===== src/hw/flash_host_pkg.sv =====
// Shared constants and types for the flash command host.
// Assumes a 10 MHz single clock and a 16-bit command path to the flash.
package flash_host_pkg;

	// ----------------------------------------------------------------
	// Widths
	// ----------------------------------------------------------------
	localparam int ADDR_W = 23;
	localparam int DATA_W = 16;

	// ----------------------------------------------------------------
	// Software register offsets
	// ----------------------------------------------------------------
	localparam logic [7:0] REG_CMD    = 8'h00;
	localparam logic [7:0] REG_ADDR   = 8'h04;
	localparam logic [7:0] REG_WDATA  = 8'h08;
	localparam logic [7:0] REG_BASE   = 8'h0c;
	localparam logic [7:0] REG_STATUS = 8'h10;
	localparam logic [7:0] REG_RDATA  = 8'h14;

	// Command register field and status register bit positions.
	localparam int CMD_OP_LSB        = 0;
	localparam int STAT_BUSY         = 0;
	localparam int STAT_SECURED      = 1;
	localparam int STAT_DROPPED      = 2;
	localparam int STAT_ABORT        = 3;
	localparam int STAT_TIMEOUT      = 4;
	localparam int STAT_LOCK_SECURED = 5;
	localparam int STAT_LOCK_PERSIST = 6;
	localparam int STAT_LOCK_PASSWD  = 7;

	// ----------------------------------------------------------------
	// Flash data line meanings
	// ----------------------------------------------------------------
	localparam int DQ_ABORT_BIT      = 1;
	localparam int DQ_TIMEOUT_BIT    = 5;
	localparam int LOCK_SECURED_BIT  = 0;
	localparam int LOCK_PERSIST_BIT  = 1;
	localparam int LOCK_PASSWD_BIT   = 2;

	// ----------------------------------------------------------------
	// Command cycle addresses and data
	// ----------------------------------------------------------------
	localparam logic [ADDR_W-1:0] UNLOCK1_ADDR = 23'h000555;
	localparam logic [DATA_W-1:0] UNLOCK1_DATA = 16'h00aa;
	localparam logic [ADDR_W-1:0] UNLOCK2_ADDR = 23'h0002aa;
	localparam logic [DATA_W-1:0] UNLOCK2_DATA = 16'h0055;
	localparam logic [DATA_W-1:0] SECURED_DATA = 16'h0088;
	localparam logic [ADDR_W-1:0] EXIT_ADDR    = 23'h000000;
	localparam logic [DATA_W-1:0] EXIT_DATA    = 16'h0000;
	localparam logic [ADDR_W-1:0] RESET_ADDR   = 23'h000000;
	localparam logic [DATA_W-1:0] RESET_DATA   = 16'h00f0;

	// Secured region word ranges.
	localparam logic [ADDR_W-1:0] SERIAL_LAST   = 23'h000007;
	localparam logic [ADDR_W-1:0] CUSTOMER_LAST = 23'h00007f;

	// ----------------------------------------------------------------
	// Timing
	// ----------------------------------------------------------------
	localparam int CLK_MHZ      = 10;
	localparam int WR_PULSE_NS  = 100;
	localparam int WR_HOLD_NS   = 100;
	localparam int RD_ACCESS_NS = 200;
	localparam int SYNC_LAT     = 3;
	localparam int WR_PULSE_CYC = (WR_PULSE_NS * CLK_MHZ + 999) / 1000;
	localparam int WR_HOLD_CYC  = (WR_HOLD_NS * CLK_MHZ + 999) / 1000;
	localparam int RD_WAIT_CYC  =
		(RD_ACCESS_NS * CLK_MHZ + 999) / 1000 + SYNC_LAT;

	// ----------------------------------------------------------------
	// Types
	// ----------------------------------------------------------------
	typedef enum logic [2:0] {
		OP_NONE    = 3'b000,
		OP_RESET   = 3'b001,
		OP_ENTRY   = 3'b010,
		OP_PROGRAM = 3'b011,
		OP_EXIT    = 3'b100,
		OP_READ    = 3'b101
	} op_type;

	typedef enum logic [2:0] {
		S_IDLE   = 3'b000,
		S_SETUP  = 3'b001,
		S_STROBE = 3'b010,
		S_HOLD   = 3'b011,
		S_READ   = 3'b100
	} state_type;

	typedef struct packed {
		logic [ADDR_W-1:0] addr;
		logic [DATA_W-1:0] dq;
		logic              dq_oe;
		logic              ce_n;
		logic              we_n;
		logic              oe_n;
	} flash_pins_type;

	typedef struct packed {
		logic [ADDR_W-1:0] addr;
		logic [DATA_W-1:0] data;
	} bus_cycle_type;

endpackage : flash_host_pkg


===== src/hw/dq_input_sync.sv =====
// Three-stage synchroniser for the flash data lines.
// Assumes the data lines change asynchronously to i_clk.
`timescale 1ns/1ps
module dq_input_sync
	import flash_host_pkg::*;
(
	input  wire logic              i_clk,   // System clock.
	input  wire logic              i_rstn,  // Async reset, active low.
	input  wire logic [DATA_W-1:0] i_dq,    // Raw data lines.
	output logic      [DATA_W-1:0] o_dq     // Filtered data lines.
);

	// ----------------------------------------------------------------
	// Per-bit stages
	// ----------------------------------------------------------------
	genvar b;
	generate
		for (b = 0; b < DATA_W; b++)
		begin : g_bit
			logic meta;
			logic stage2;
			logic stage3;

			// The first stage feeds only the second; a bit counts once
			// the second and third stages agree, which rejects glitches.
			always_ff @(posedge i_clk or negedge i_rstn)
			begin
				if (!i_rstn)
				begin
					meta    <= 1'b0;
					stage2  <= 1'b0;
					stage3  <= 1'b0;
					o_dq[b] <= 1'b0;
				end
				else
				begin
					meta   <= i_dq[b];
					stage2 <= meta;
					stage3 <= stage2;
					if (stage2 == stage3)
						o_dq[b] <= stage3;
				end
			end
		end
	endgenerate

endmodule : dq_input_sync


===== src/hw/flash_cmd_host.sv =====
// Host controller that issues command sequences to a parallel flash.
// Assumes software on a simple strobe port and one flash on the pins.
//
// What this block does
// - One write of 00F0h anywhere in the base region is software reset.
// - Entry is AAh at 555h, 55h at 2AAh, 88h at 555h.
// - Program is the two unlocks, 88h at 555h, then data at the word.
// - Exit is the two unlocks, 88h at 555h, then 0000h at base+000h.
`timescale 1ns/1ps
module flash_cmd_host
	import flash_host_pkg::*;
(
	input  wire logic              i_clk,    // System clock, 10 MHz.
	input  wire logic              i_rstn,   // Async reset, active low.
	input  wire logic [7:0]        i_addr,   // Register byte address.
	input  wire logic [31:0]       i_wdata,  // Register write data.
	input  wire logic              i_wr,     // Register write strobe.
	input  wire logic              i_rd,     // Register read strobe.
	output logic      [31:0]       o_rdata,  // Read data, one cycle later.
	output flash_pins_type         o_pin,    // Flash address and controls.
	input  wire logic [DATA_W-1:0] i_dq      // Flash data lines in.
);

	// ----------------------------------------------------------------
	// Declarations
	// ----------------------------------------------------------------
	state_type         state;
	op_type            op;
	logic [1:0]        step;
	logic [3:0]        cnt;
	logic [ADDR_W-1:0] target;
	logic [DATA_W-1:0] wdata;
	logic [ADDR_W-1:0] base;
	logic [DATA_W-1:0] rdata;
	logic              secured;
	logic              dropped;
	logic              abort_status_flag;
	logic              timeout_status_flag;
	logic [DATA_W-1:0] dq_sync;
	bus_cycle_type     cyc;
	op_type            req_op;
	logic              req;
	logic              req_ok;
	logic              last_step;

	dq_input_sync dq_input_sync_i (
		.i_clk  (i_clk),
		.i_rstn (i_rstn),
		.i_dq   (i_dq),
		.o_dq   (dq_sync)
	);

	// ----------------------------------------------------------------
	// Command sequence tables
	// ----------------------------------------------------------------

	// Address and data of each bus cycle of each operation.
	function automatic bus_cycle_type cycle_of(
		input op_type            f_op,
		input logic [1:0]        f_step,
		input logic [ADDR_W-1:0] f_base,
		input logic [ADDR_W-1:0] f_target,
		input logic [DATA_W-1:0] f_data
	);
		bus_cycle_type c;
		c.addr = f_target;
		c.data = f_data;
		if (f_op == OP_RESET)
		begin
			c.addr = f_base + RESET_ADDR;
			c.data = RESET_DATA;
		end
		else if (f_op != OP_READ)
		begin
			unique case (f_step)
				2'd0:
				begin
					c.addr = f_base + UNLOCK1_ADDR;
					c.data = UNLOCK1_DATA;
				end
				2'd1:
				begin
					c.addr = f_base + UNLOCK2_ADDR;
					c.data = UNLOCK2_DATA;
				end
				2'd2:
				begin
					c.addr = f_base + UNLOCK1_ADDR;
					c.data = SECURED_DATA;
				end
				2'd3:
				begin
					if (f_op == OP_EXIT)
					begin
						c.addr = f_base + EXIT_ADDR;
						c.data = EXIT_DATA;
					end
				end
			endcase
		end
		return c;
	endfunction : cycle_of

	// Index of the final bus cycle of each operation.
	function automatic logic [1:0] final_step(input op_type f_op);
		logic [1:0] s;
		unique case (f_op)
			OP_ENTRY:   s = 2'd2;
			OP_PROGRAM: s = 2'd3;
			OP_EXIT:    s = 2'd3;
			default:    s = 2'd0;
		endcase
		return s;
	endfunction : final_step

	assign cyc       = cycle_of(op, step, base, target, wdata);
	assign last_step = (step == final_step(op));
	assign req_op    = op_type'(i_wdata[CMD_OP_LSB +: 3]);
	assign req       = i_wr && (i_addr == REG_CMD);

	// A secured program is refused outside the 128-word region, so a
	// stray target never lands in the main array by mistake.
	assign req_ok = (state == S_IDLE) && (req_op != OP_NONE)
		&& (req_op <= OP_READ)
		&& !(req_op == OP_PROGRAM && target > CUSTOMER_LAST);

	// ----------------------------------------------------------------
	// Software registers
	// ----------------------------------------------------------------

	// Parameter registers; they may change at any time, but a running
	// sequence reads them each cycle, so software waits for idle.
	always_ff @(posedge i_clk or negedge i_rstn)
	begin
		if (!i_rstn)
		begin
			target <= '0;
			wdata  <= '0;
			base   <= '0;
		end
		else if (i_wr)
		begin
			if (i_addr == REG_ADDR)
				target <= i_wdata[ADDR_W-1:0];
			if (i_addr == REG_WDATA)
				wdata <= i_wdata[DATA_W-1:0];
			if (i_addr == REG_BASE)
				base <= i_wdata[ADDR_W-1:0];
		end
	end

	// A refused command leaves a sticky mark until the next accepted one.
	always_ff @(posedge i_clk or negedge i_rstn)
	begin
		if (!i_rstn)
			dropped <= 1'b0;
		else if (req)
			dropped <= !req_ok;
	end

	// Read data stand in the cycle after the strobe; unmapped reads zero.
	always_ff @(posedge i_clk or negedge i_rstn)
	begin
		if (!i_rstn)
			o_rdata <= '0;
		else if (i_rd)
		begin
			o_rdata <= '0;
			unique case (i_addr)
				REG_ADDR:  o_rdata <= {9'h000, target};
				REG_WDATA: o_rdata <= {16'h0000, wdata};
				REG_BASE:  o_rdata <= {9'h000, base};
				REG_RDATA: o_rdata <= {16'h0000, rdata};
				REG_STATUS:
				begin
					o_rdata[STAT_BUSY]         <= (state != S_IDLE);
					o_rdata[STAT_SECURED]      <= secured;
					o_rdata[STAT_DROPPED]      <= dropped;
					o_rdata[STAT_ABORT]        <= abort_status_flag;
					o_rdata[STAT_TIMEOUT]      <= timeout_status_flag;
					o_rdata[STAT_LOCK_SECURED] <= rdata[LOCK_SECURED_BIT];
					o_rdata[STAT_LOCK_PERSIST] <= rdata[LOCK_PERSIST_BIT];
					o_rdata[STAT_LOCK_PASSWD]  <= rdata[LOCK_PASSWD_BIT];
				end
				default:   o_rdata <= '0;
			endcase
		end
	end

	// ----------------------------------------------------------------
	// Bus cycle sequencer
	// ----------------------------------------------------------------

	// Each write cycle is setup, strobe and hold; a read waits out the
	// access time plus the synchroniser latency before sampling.
	always_ff @(posedge i_clk or negedge i_rstn)
	begin
		if (!i_rstn)
		begin
			state <= S_IDLE;
			op    <= OP_NONE;
			step  <= 2'd0;
			cnt   <= 4'h0;
		end
		else
		begin
			unique case (state)
				S_IDLE:
				begin
					if (req && req_ok)
					begin
						op    <= req_op;
						step  <= 2'd0;
						state <= S_SETUP;
					end
				end
				S_SETUP:
				begin
					if (op == OP_READ)
					begin
						cnt   <= 4'(RD_WAIT_CYC - 1);
						state <= S_READ;
					end
					else
					begin
						cnt   <= 4'(WR_PULSE_CYC - 1);
						state <= S_STROBE;
					end
				end
				S_STROBE:
				begin
					if (cnt == 4'h0)
					begin
						cnt   <= 4'(WR_HOLD_CYC - 1);
						state <= S_HOLD;
					end
					else
						cnt <= cnt - 4'h1;
				end
				S_HOLD:
				begin
					if (cnt != 4'h0)
						cnt <= cnt - 4'h1;
					else if (last_step)
					begin
						op    <= OP_NONE;
						state <= S_IDLE;
					end
					else
					begin
						step  <= step + 2'd1;
						state <= S_SETUP;
					end
				end
				S_READ:
				begin
					if (cnt == 4'h0)
					begin
						op    <= OP_NONE;
						state <= S_IDLE;
					end
					else
						cnt <= cnt - 4'h1;
				end
				default: state <= S_IDLE;
			endcase
		end
	end

	// Pins: data are driven only while output enable is off, so the
	// host and the flash never fight over the data lines.
	always_ff @(posedge i_clk or negedge i_rstn)
	begin
		if (!i_rstn)
			o_pin <= '{addr: '0, dq: '0, dq_oe: 1'b0, ce_n: 1'b1,
				we_n: 1'b1, oe_n: 1'b1};
		else
		begin
			o_pin.addr  <= cyc.addr;
			o_pin.dq    <= cyc.data;
			o_pin.dq_oe <= (op != OP_NONE) && (op != OP_READ);
			o_pin.ce_n  <= (op == OP_NONE);
			o_pin.we_n  <= !(state == S_SETUP && op != OP_READ)
				&& !(state == S_STROBE && cnt != 4'h0);
			o_pin.oe_n  <= (op != OP_READ);
		end
	end

	// ----------------------------------------------------------------
	// Flash state seen by the host
	// ----------------------------------------------------------------

	// Read word capture; status flags are taken from every read so that
	// a status poll needs no command of its own.
	always_ff @(posedge i_clk or negedge i_rstn)
	begin
		if (!i_rstn)
		begin
			rdata               <= '0;
			abort_status_flag   <= 1'b0;
			timeout_status_flag <= 1'b0;
		end
		else if (state == S_READ && cnt == 4'h0)
		begin
			rdata               <= dq_sync;
			abort_status_flag   <= dq_sync[DQ_ABORT_BIT];
			timeout_status_flag <= dq_sync[DQ_TIMEOUT_BIT];
		end
	end

	// Secured mapping follows the last completed entry, exit or reset.
	always_ff @(posedge i_clk or negedge i_rstn)
	begin
		if (!i_rstn)
			secured <= 1'b0;
		else if (state == S_HOLD && cnt == 4'h0 && last_step)
		begin
			if (op == OP_ENTRY)
				secured <= 1'b1;
			else if (op == OP_EXIT)
				secured <= 1'b0;
			else if (op == OP_RESET)
				secured <= 1'b0;
		end
	end

	// ----------------------------------------------------------------
	// Checks
	// ----------------------------------------------------------------
	a_reset_cycle: assert property (@(posedge i_clk) disable iff (!i_rstn)
		$fell(o_pin.we_n) && op == OP_RESET |->
			o_pin.dq == RESET_DATA && o_pin.addr == 23'(base + RESET_ADDR))
		else $error("Reset write carries wrong address or data.");

	a_entry_first: assert property (@(posedge i_clk) disable iff (!i_rstn)
		state == S_SETUP && op == OP_ENTRY && step == 2'd0 |=> ##1
			o_pin.addr == 23'(base + UNLOCK1_ADDR) && o_pin.dq == UNLOCK1_DATA)
		else $error("Entry sequence does not open with the first unlock.");

	a_entry_maps: assert property (@(posedge i_clk) disable iff (!i_rstn)
		state == S_HOLD && cnt == 4'h0 && last_step && op == OP_ENTRY
			|=> secured && state == S_IDLE)
		else $error("Secured mapping not set after entry.");

	a_prog_setup: assert property (@(posedge i_clk) disable iff (!i_rstn)
		state == S_STROBE && op == OP_PROGRAM && step == 2'd2 |->
			o_pin.dq == SECURED_DATA && !o_pin.we_n)
		else $error("Program setup cycle is wrong.");

	a_prog_target: assert property (@(posedge i_clk) disable iff (!i_rstn)
		state == S_STROBE && op == OP_PROGRAM && step == 2'd3 |->
			o_pin.addr == target && o_pin.dq == wdata)
		else $error("Program data cycle misses the target word.");

	a_exit_final: assert property (@(posedge i_clk) disable iff (!i_rstn)
		state == S_HOLD && op == OP_EXIT && last_step |->
			o_pin.addr == base && o_pin.dq == EXIT_DATA)
		else $error("Exit closing cycle is wrong.");

	a_exit_unmaps: assert property (@(posedge i_clk) disable iff (!i_rstn)
		$fell(secured) |-> $past(op) == OP_EXIT || $past(op) == OP_RESET)
		else $error("Secured mapping dropped without exit or reset.");

	a_no_contention: assert property (@(posedge i_clk) disable iff (!i_rstn)
		o_pin.dq_oe |-> o_pin.oe_n ##1 (o_pin.dq_oe || o_pin.oe_n || o_pin.ce_n))
		else $error("Host drives data while the flash may drive.");

	a_we_pulse: assert property (@(posedge i_clk) disable iff (!i_rstn)
		$fell(o_pin.we_n) |-> !o_pin.ce_n ##1 o_pin.we_n [*2])
		else $error("Write strobe width or hold is wrong.");

endmodule : flash_cmd_host


===== config.mk =====
export PLATFORM = sky130hd
export DESIGN_NAME = flash_cmd_host
export DESIGN_NICKNAME = d
export VERILOG_FILES = /design/src/hw/flash_host_pkg.sv /design/src/hw/dq_input_sync.sv /design/src/hw/flash_cmd_host.sv
export SDC_FILE = /design/constraint.sdc
export NUM_CORES = 1
export LEC_CHECK = 0
export BUFFER_PORTS_ARGS = -buffer_cell sky130_fd_sc_hd__buf_2
export CORE_UTILIZATION = 35
export CTS_CLUSTER_SIZE = 28
export DETAILED_ROUTE_END_ITERATION = 6
export GPL_TIMING_DRIVEN = 0
export SYNTH_ARGS = -nofsm -noshare
export SYNTH_HDL_FRONTEND = slang
export SYNTH_HIERARCHICAL = 1
export SYNTH_SLANG_ARGS = --single-unit

===== constraint.sdc =====
create_clock -name i_clk -period 5.95 [get_ports i_clk]
set_clock_uncertainty 0.1 [all_clocks]
set_input_delay 1.19 -clock i_clk [delete_from_list [all_inputs] [get_ports i_clk]]
set_output_delay 1.19 -clock i_clk [all_outputs]
set_load 0.02 [all_outputs]

==> results of run 1 <==
[per-stage QoR]
| step | util (%) | cell area, sq um |
|---|---|---|
| floorplan | - | 10800 |
| global placement | 39.6 | 11800 |
| detailed placement | 39.7 | 11900 |
| CTS | 42.3 | 12600 |
| global route | 42.3 | 12600 |
| finish | 42.3 | 12600 |
[registers in the layout, indices dropped and copies added, names as in the netlist]
signal,flops
target,23
state,3
o_rdata,23
base,23
dq_input_sync_i/g_bit.stage3,16
rdata,16
dq_input_sync_i/o_dq,16
o_pin,43
wdata,16
op,3
dq_input_sync_i/g_bit.stage2,16
secured,1
dropped,1
dq_input_sync_i/g_bit.meta,16
cnt,4
step,2
[worst max path at each step]
stage | from | to | slack, ps | cells after the start
after global placement | i_rstn | target[17] | -300 | 1
after floorplan | i_addr[5] | wdata[10] | 3010 | 7
after CTS | step[0] | o_pin[36] | 2680 | 10
final | step[1] | o_pin[34] | 2600 | 9
after detailed placement | i_addr[3] | o_rdata[6] | 2500 | 7
after global routing | step[0] | o_pin[26] | 2500 | 10
[metal layers]
metal,global-route usage [%],up-vias,wire length (um)
met3,3.07,58,1990
met5,0,-,0
met4,5.75,0,771
met2,31.7,279,14300
met1,28.7,4105,14200
li1,-,3793,-
[where the power goes]
part	switching [uW]	total [uW]	internal, uW
Sequential	115	1850	1730
Clock	593	1460	872
Combinational	979	1460	486
Total	1690	4780	3090
[placed cells by master (no fill, tap or decap), types with 6 or more instances in the layout]
cell type and count:
o21a_1 6, buf_1 6, a21oi_1 34, o211ai_1 8
o221ai_1 8, o22ai_1 23, dfrtp_1 219, a221oi_1 7
mux2_2 88, nand2b_1 6, mux2i_1 22, o21ai_0 39
inv_1 40, nor2b_1 12, a21o_1 8, nor4_1 7
or3_1 6, clkbuf_16 25, buf_2 123, a211oi_1 6
conb_1 9, nor2_1 46, nand2_1 39, a211o_1 6
and2_1 12, ha_1 8, a22o_1 15, and3_1 8
nand3_1 23, xnor2_1 9, a31oi_1 8, a22oi_1 22
nor3_1 19, mux2_4 10, buf_4 10, maj3_2 16
clkbuf_1 62
[kinds of logic after synthesis]
logic type               Yosys count  share of synthesized area [%]
AO/OA/AOI/OAI                    241                           16.2
XOR/XNOR                          12                          0.979
adder cells (fa/ha/maj)           24                           2.61
buffers and inverters            122                           4.93
flip-flops                       222                           51.8
multiplexers                     120                           12.7
other                              1                         0.0349
AND/OR/NAND/NOR                  213                           10.8
[final cells by class]
cell class	count	area [sq um]	share of cell area [%]
Antenna cell	1	2.50	0.0198
Tap cell	390	488	3.86
Buffer	82	379	3.00
Multi-Input combinational cell	619	4680	37.0
Inverter	40	150	1.19
Clock inverter	4	45.0	0.356
Clock buffer	38	724	5.73
Timing Repair Buffer	116	613	4.85
Sequential cell	222	5560	44.0
==> run summary, run 1 <==
The run finished with clean final reports. The overall power after layout came out at 4780 uW. The clock transition at the registers of the reported paths came out at 60 ps.

In this run the deepest clock path goes through 3 buffers. The hold-critical path depth is 0. The count of hold-fix buffers inserted at cts came out at 0. The vias after detailed routing is 8,235. The required time at the endpoint of the critical path is 6300 ps. Broken down by cell family, the worst path's largest delay share belongs to simple AND/OR/NAND/NOR gates. The startpoint identified for the worst hold timing path is dq_input_sync_i/g_bit[3].meta.

The number of top-level pins came out at 135. The count of nets left with antenna violations once routing finished came out at 0. The max-slew violation count is 0. The final net count came out at 1,174. The TritonCTS buffer count is 25.

For this run, design rule violations remaining after detail routing come to 0. After synthesis, the cell types taking the most area are dfrtp_1 51%, mux2_2 9.2%, mux2i_1 2.1%, clkbuf_1 1.9%, o21ai_0 1.8%. The total power divided by cell area is 378 mW/mm^2. The pin count of the biggest net entering global routing is 124.

Global routing finished with a remaining overflow of 0. The transition time at the pin with the least slew margin came out at 1280 ps. The endpoint identified for the worst register-to-register timing path is o_pin[34]. OpenSTA, run right after detailed placement, puts the worst setup slack at 2500 ps. The clock sink count came out at 222. The class of the tightest hold or removal check is reg -> reg.

The count of final hold-check violations is 0. Summed over all cells, the static leakage comes to 0.00577 uW. Setup violations remaining at the end of the flow were counted as 0.

The most used flip-flop cell after synthesis is dfrtp_1. Among all cell types in the netlist, the one instantiated most often is dfrtp_1. Dividing the detail-routed via count by the number of cells gives 5.45.

The slack of the worst reg-to-reg path came out at 2600 ps. TritonCTS built the clock tree. In this run the critical register-to-register path is launched from step[1].

The largest fanout of any net on the critical path came out at 9. Setup repair after global routing left no endpoint under its margin. The die covers 0.0314 sq mm. The violation count after the first detailed-routing iteration came out at 791. The placeable core region is 0.0299 sq mm. The average footprint of a synthesized cell came out at 11.2 sq um. The number of antenna violations at the first check in global routing came to 2. For this configuration, the core starts out at a cell density of 35.9%. By count the netlist is led by 219 x dfrtp_1, 88 x mux2_2, 54 x clkbuf_1. The count of H-tree levels built during CTS came out at 1. The root buffer cell is clkbuf_16. The share of final-layout standard cells stronger than drive strength 1 is 27.3%. STA classifies the critical path startpoint as a flip-flop. The later pin in the worst-skew pair is clocked with a latency of 520 ps. The number of setup buffers added after CTS is 0.

The register bit count reported by yosys is 222. Counting the fill cells in the layout gives 2,902. The synthesized netlist cell count came out at 955. The number of synthesized flops with an enable pin came out at 0. The number of distinct standard cells referenced by the synthesized netlist is 82. The count of placed standard cells in the final layout, fillers left out came out at 1,512. The share of synthesized area occupied by flip-flops and latches came out at 51.8%. The number of global-route vias before repair came out at 8,015. The count of warnings emitted by yosys is 6.

The count of port buffers added during placement came out at 115. The layout overhead on the synthesized area came out at 17.7%. The endpoint class of the critical path is a flip-flop. The number of cells on the worst reg-to-reg path came out at 9. The global router's overall resource usage came out at 20.2%. The portion of synthesized cell area occupied by the leading cell type came out at 51.0%. The total wire length after detailed routing came out at 31.3 mm. The number of maximum-capacitance violations is 0. The tightest hold margin is 244 ps. In this run the tightest slew margin relative to its limit is 13.8%. Walking the worst path, the cells encountered are clkbuf_1 > inv_1 > ha_1 > clkbuf_1 > inv_1 > nor3_1 > o21ai_0 > o2111ai_1 > a22o_1. The final setup slack of the worst path came out at 2600 ps. The floorplan step set the die height to 177 um. The number of placed instances, taps included is 1,469. The stage delay of the slowest cell on the critical path is 1040 ps.

Counting both buffers and inverters, the worst setup path holds a total of 4. The first-pass iteration count of the detailed router came out at 5. The final weighted congestion in routability-driven placement came out at 0.897. The time the final worst path needs with I/O delays and setup is 3350 ps. The type of the setup path with the least slack is reg -> reg. The maximum resistive drop on vdd is 173 uV. Summed over all nets, the half-perimeter wirelength after detailed placement is 22.7 mm. After floorplanning, the core was divided into 63 placement rows. In the finished design, the share of the clock period the worst path needs comes to 56.3%.

For the final routed database, the setup TNS stands at 0 ps. Dividing the detail-routed wire length by the instance count gives 20.7 um. Of all cell types, the one taking the most synthesized area is dfrtp_1. The number of cells upsized or downsized after cts is 0.

The synthesized area is 0.0107 sq mm. The worst endpoint data arrival time came out at 3700 ps. The first-pass GRT wire length is 48.4 mm. The floorplan step set the die width to 177 um. Static timing analysis puts the maximum clock frequency at 299 MHz.

The fraction of registers with async set or reset after synthesis came out at 100%. The largest individual stage delay along the critical path comes from the cell nor3_1. The worst-case hold path end point is dq_input_sync_i/g_bit[3].stage2.
(Power assumes the default switching activity.)
==> inputs of run 2 (changes only) <==
ABC_AREA = 1   (was unset)
clock period = 2.75 ns   (was 5.95 ns; I/O delays follow)
==> run 2 against run 1 <==
Against the previous run:
- sequential power grew 120%
- power is 130% higher
- final area rose by 1.2%
- first-iteration DRC count grew 6.2%
- synthesized area rose by 0.17%
- die area up 0.18%
- critical endpoint is now o_pin[20]
- final cell count up 27%
- register-to-register slack lost 2500 ps
- count of clock-buffer cells in the layout is the same
- via count rose by 18%
- largest power group unchanged
- sequential share of layout area fell by 0.52 points
==> run summary, run 2 <==
The number of setup buffers added after CTS is 0. The worst setup path is of the reg -> reg kind. The area of the die came out at 0.0314 sq mm. The portion of synthesized cell area occupied by the leading cell type came out at 50.9%.

For this design, the sink count on the clock tree is 222. Among all flip-flop cells after synthesis, the most frequent one is dfrtp_1. The maximum resistive drop on vdd came out at 555 uV.

The leading cell type in the layout, fill and taps excluded is nand2_1. The endpoint identified for the worst register-to-register timing path is o_pin[20]. After detailed routing, the average wire length per cell comes to 17.9 um. The relative slew slack is 45.4%. The synthesized netlist cell count is 1,345. The biggest area contributor in the post-synthesis netlist is dfrtp_1. The TritonCTS clock tree is built. The switching share of total power came out at 38.4%. The final weighted congestion in routability-driven placement came out at 0.938. The critical path runs through a total of 6 cells. In the global route stage, met3 resource usage came out at 3.23%. The maximum frequency from static timing analysis is 382 MHz. Timing analysis after detailed placement gives a worst setup slack of 191 ps. The transition time at the pin with the least slew margin is 819 ps. The die extent in x came out at 177 um. The share of total power in combinational logic is 32.8%. In this run the worst setup path terminates at o_pin[20]. The worst setup path is captured at a flip-flop. After global routing, the most crowded layer is met2. The number of different library cells used by synthesis comes to 49. For this design the static power due to leakage is 0.00650 uW. The first-pass GRT wire length is 53.4 mm. The worst endpoint data arrival time is 2840 ps. The vias after detailed routing came out at 9,701. Synthesis inferred 222 register bits.

The row count came out at 63. The number of antenna violations at the first check in global routing came out at 1. The met1 usage is 31.3%. TritonCTS created 26 clock buffers.

Of all flip-flops after synthesis, the portion carrying an async set or reset was 100%. The synthesized area came out at 0.0108 sq mm. The startpoint of the most critical register-to-register path is step[0]. The run finished with clean final reports.

The power dissipated by switching net loads came out at 4190 uW. The power share of the sequential group came out at 37.8%. After floorplanning, the core was sized to cover 0.0300 sq mm.

The final layout contains 1,576 nets. The clock transition at the registers of the reported paths is 60 ps. The pin count of the biggest net entering global routing came out at 101. Setup repair after global routing left no endpoint under its margin. The share of the clock period used by the worst path is 95.2%. Summed over all layers, the routed wires come to 34.2 mm. Broken down by cell family, the worst path's largest delay share belongs to compound AO/OA/AOI/OAI gates. The number of routed nets with antenna violations came out at 0. CTS built an H-tree with a depth of 1.

The final HPWL from detailed placement is 26.2 mm. The number of cells on the worst reg-to-reg path is 6. The top cell types in the final layout, fill and taps aside, are 405 x nand2_1, 219 x dfrtp_1, 136 x buf_2, 124 x inv_1, 122 x nor2_1. Counting instances, the worst hold path has a depth of 1. The vertical die dimension came out at 177 um.

Sorting the synthesized cells by area gives the leading types as dfrtp_1 51%, nand2_1 14%, inv_1 4.3%, nor2_1 4.3%, nand3_1 3.5%. The number of synthesized flops with an enable pin is 0. In this run the power density over the cells is 852 mW/mm^2. Counting flops per register, the top entry is o_pin. The max-slew violation count is 0. The clock network is responsible for 29.3% of the overall power. The final setup slack of the worst path came out at 133 ps. Max-cap violations in this run came to 0. The count of final hold-check violations came out at 0. The share of final-layout standard cells stronger than drive strength 1 is 15.9%. The clock passes through at most 3 buffers. The stage delay of the slowest cell on the critical path came out at 700 ps. The internal power contribution is 6710 uW. The initial core utilization came out at 35.9%. Walking the worst path, the cells encountered are inv_1 > ha_1 > buf_2 > nor2_1 > a21oi_1 > o221ai_1. The layout filler cell count is 3,072. The sum of overflow across all layers after global routing came out at 0. The commonest cells after synthesis are 405 x nand2_1, 219 x dfrtp_1, 124 x inv_1. The average footprint of a synthesized cell is 8.00 sq um. The required time at the endpoint of the critical path is 2980 ps.

The slowest library cell on the worst path is a21oi_1. The sum of buffers and inverters on the critical path is 2. The tightest min-delay check is of the in -> reg type. 135 I/O pins were placed. The later-pin clock latency in the skew report is 540 ps. The register with the most flip-flops in the layout has 43 of them. Of the synthesized area, sequential elements account for 51.7%. The worst setup path is launched from a flip-flop. In the post-synthesis netlist, the cell with the most instances is nand2_1. In this run the worst setup path begins at step[0].

The count of warnings emitted by yosys is 6. The largest fanout of any net on the critical path came out at 9. The time the final worst path needs with I/O delays and setup came out at 2620 ps. The number of diodes is 0. The global router's overall resource usage came out at 22.2%. The slack of the worst reg-to-reg path is 130 ps. The count of unresolved DRC violations after routing came out at 0. Setup violations remaining at the end of the flow were counted as 0. The root buffer cell chosen for the clock tree is clkbuf_16. The met2 layer usage reported by global route came out at 35.3%.

The first detailed-routing pass ran for 5 iterations. The utilization after layout is 42.7%. The count of port buffers added during placement came out at 115. The via density per instance came out at 5.06.

The number of global-route vias before repair is 9,322. The violation count after the first detailed-routing iteration is 840. The layout overhead on the synthesized area is 18.9%.
-- run 2: cell count changes after synthesis, sizes merged, moves of 22 or more --
| cell | previous run | this run |
|---|---|---|
| o21ai | 41 | 120 |
| nand3 | 23 | 78 |
| mux2i | 22 | 0 |
| nand2 | 40 | 406 |
| clkbuf | 54 | 20 |
| inv | 40 | 147 |
| mux2 | 98 | 7 |
| a21oi | 34 | 62 |
| nor2 | 46 | 133 |
-- run 2: worst min path at each step --
stage	from	to
CTS	i_dq[10]	dq_input_sync_i/g_bit[10].meta
detailed placement	dq_input_sync_i/g_bit[13].meta	dq_input_sync_i/g_bit[13].stage2
finish	i_dq[4]	dq_input_sync_i/g_bit[4].meta
global placement	dq_input_sync_i/g_bit[15].meta	dq_input_sync_i/g_bit[15].stage2
global route	i_dq[1]	dq_input_sync_i/g_bit[1].meta
floorplan	i_rstn	base[0]
-- run 2: cell type report --
class / count / area (sq um) / area share, %
tap: 390 / 488 / 3.81
sequential: 222 / 5560 / 43.4
timing repair buffer: 127 / 741 / 5.79
inverter: 149 / 562 / 4.39
multi-input combinational: 925 / 4380 / 34.2
clock buffer: 38 / 727 / 5.68
buffer: 57 / 290 / 2.27
clock inverter: 8 / 51.3 / 0.401
-- run 2: power by group through the flow --
stage	Clock, uW	Combinational, uW	Sequential (uW)
floorplan	0	1970	4450
global placement	0	3500	4170
detailed placement	0	3530	4180
CTS	3280	3550	4130
global route	3420	3940	4190
finish	3200	3580	4130
-- run 2: worst reg2reg max path, delay by kind of cell, from the launching register on --
kind            cells  cell delay [ps]
compound gates      2             1050
fa+ha+maj           1              180
buf+inv             2              470
flops               1              440
simple gates        1              180
-- run 2: routing by layer --
layer / vias to the layer above / routed length, um
met3: 67 / 2420
met4: 0 / 912
met1: 4595 / 15500
met2: 372 / 15500
met5: - / 0
li1: 4667 / -
-- run 2: timing repair --
action,in CTS,in global routing
hold buffers,10,0
hold endpoints to repair,59,0
resized for setup,0,0
-- run 2: through the flow --
step	cell area, sq um	hold WS, ps	setup TNS (ps)	cells	total power [uW]
after CTS	12800	0.394	0	1916	11000
after floorplan	10800	154	0	1353	6420
final	12800	19.5	0	1916	10900
after detailed placement	11900	235	0	1860	7710
after global placement	11900	233	-632220	1858	7670
after global routing	12800	0.489	0	1916	11500
-- run 2: kinds of logic after synthesis --
| family | synth area share, % |
|---|---|
| buffers and inverters | 7.92 |
| adder cells (fa/ha/maj) | 0.930 |
| other | 0.0349 |
| XOR/XNOR | 0.651 |
| multiplexers | 0.733 |
| flip-flops | 51.7 |
| AO/OA/AOI/OAI | 13.6 |
| AND/OR/NAND/NOR | 24.4 |
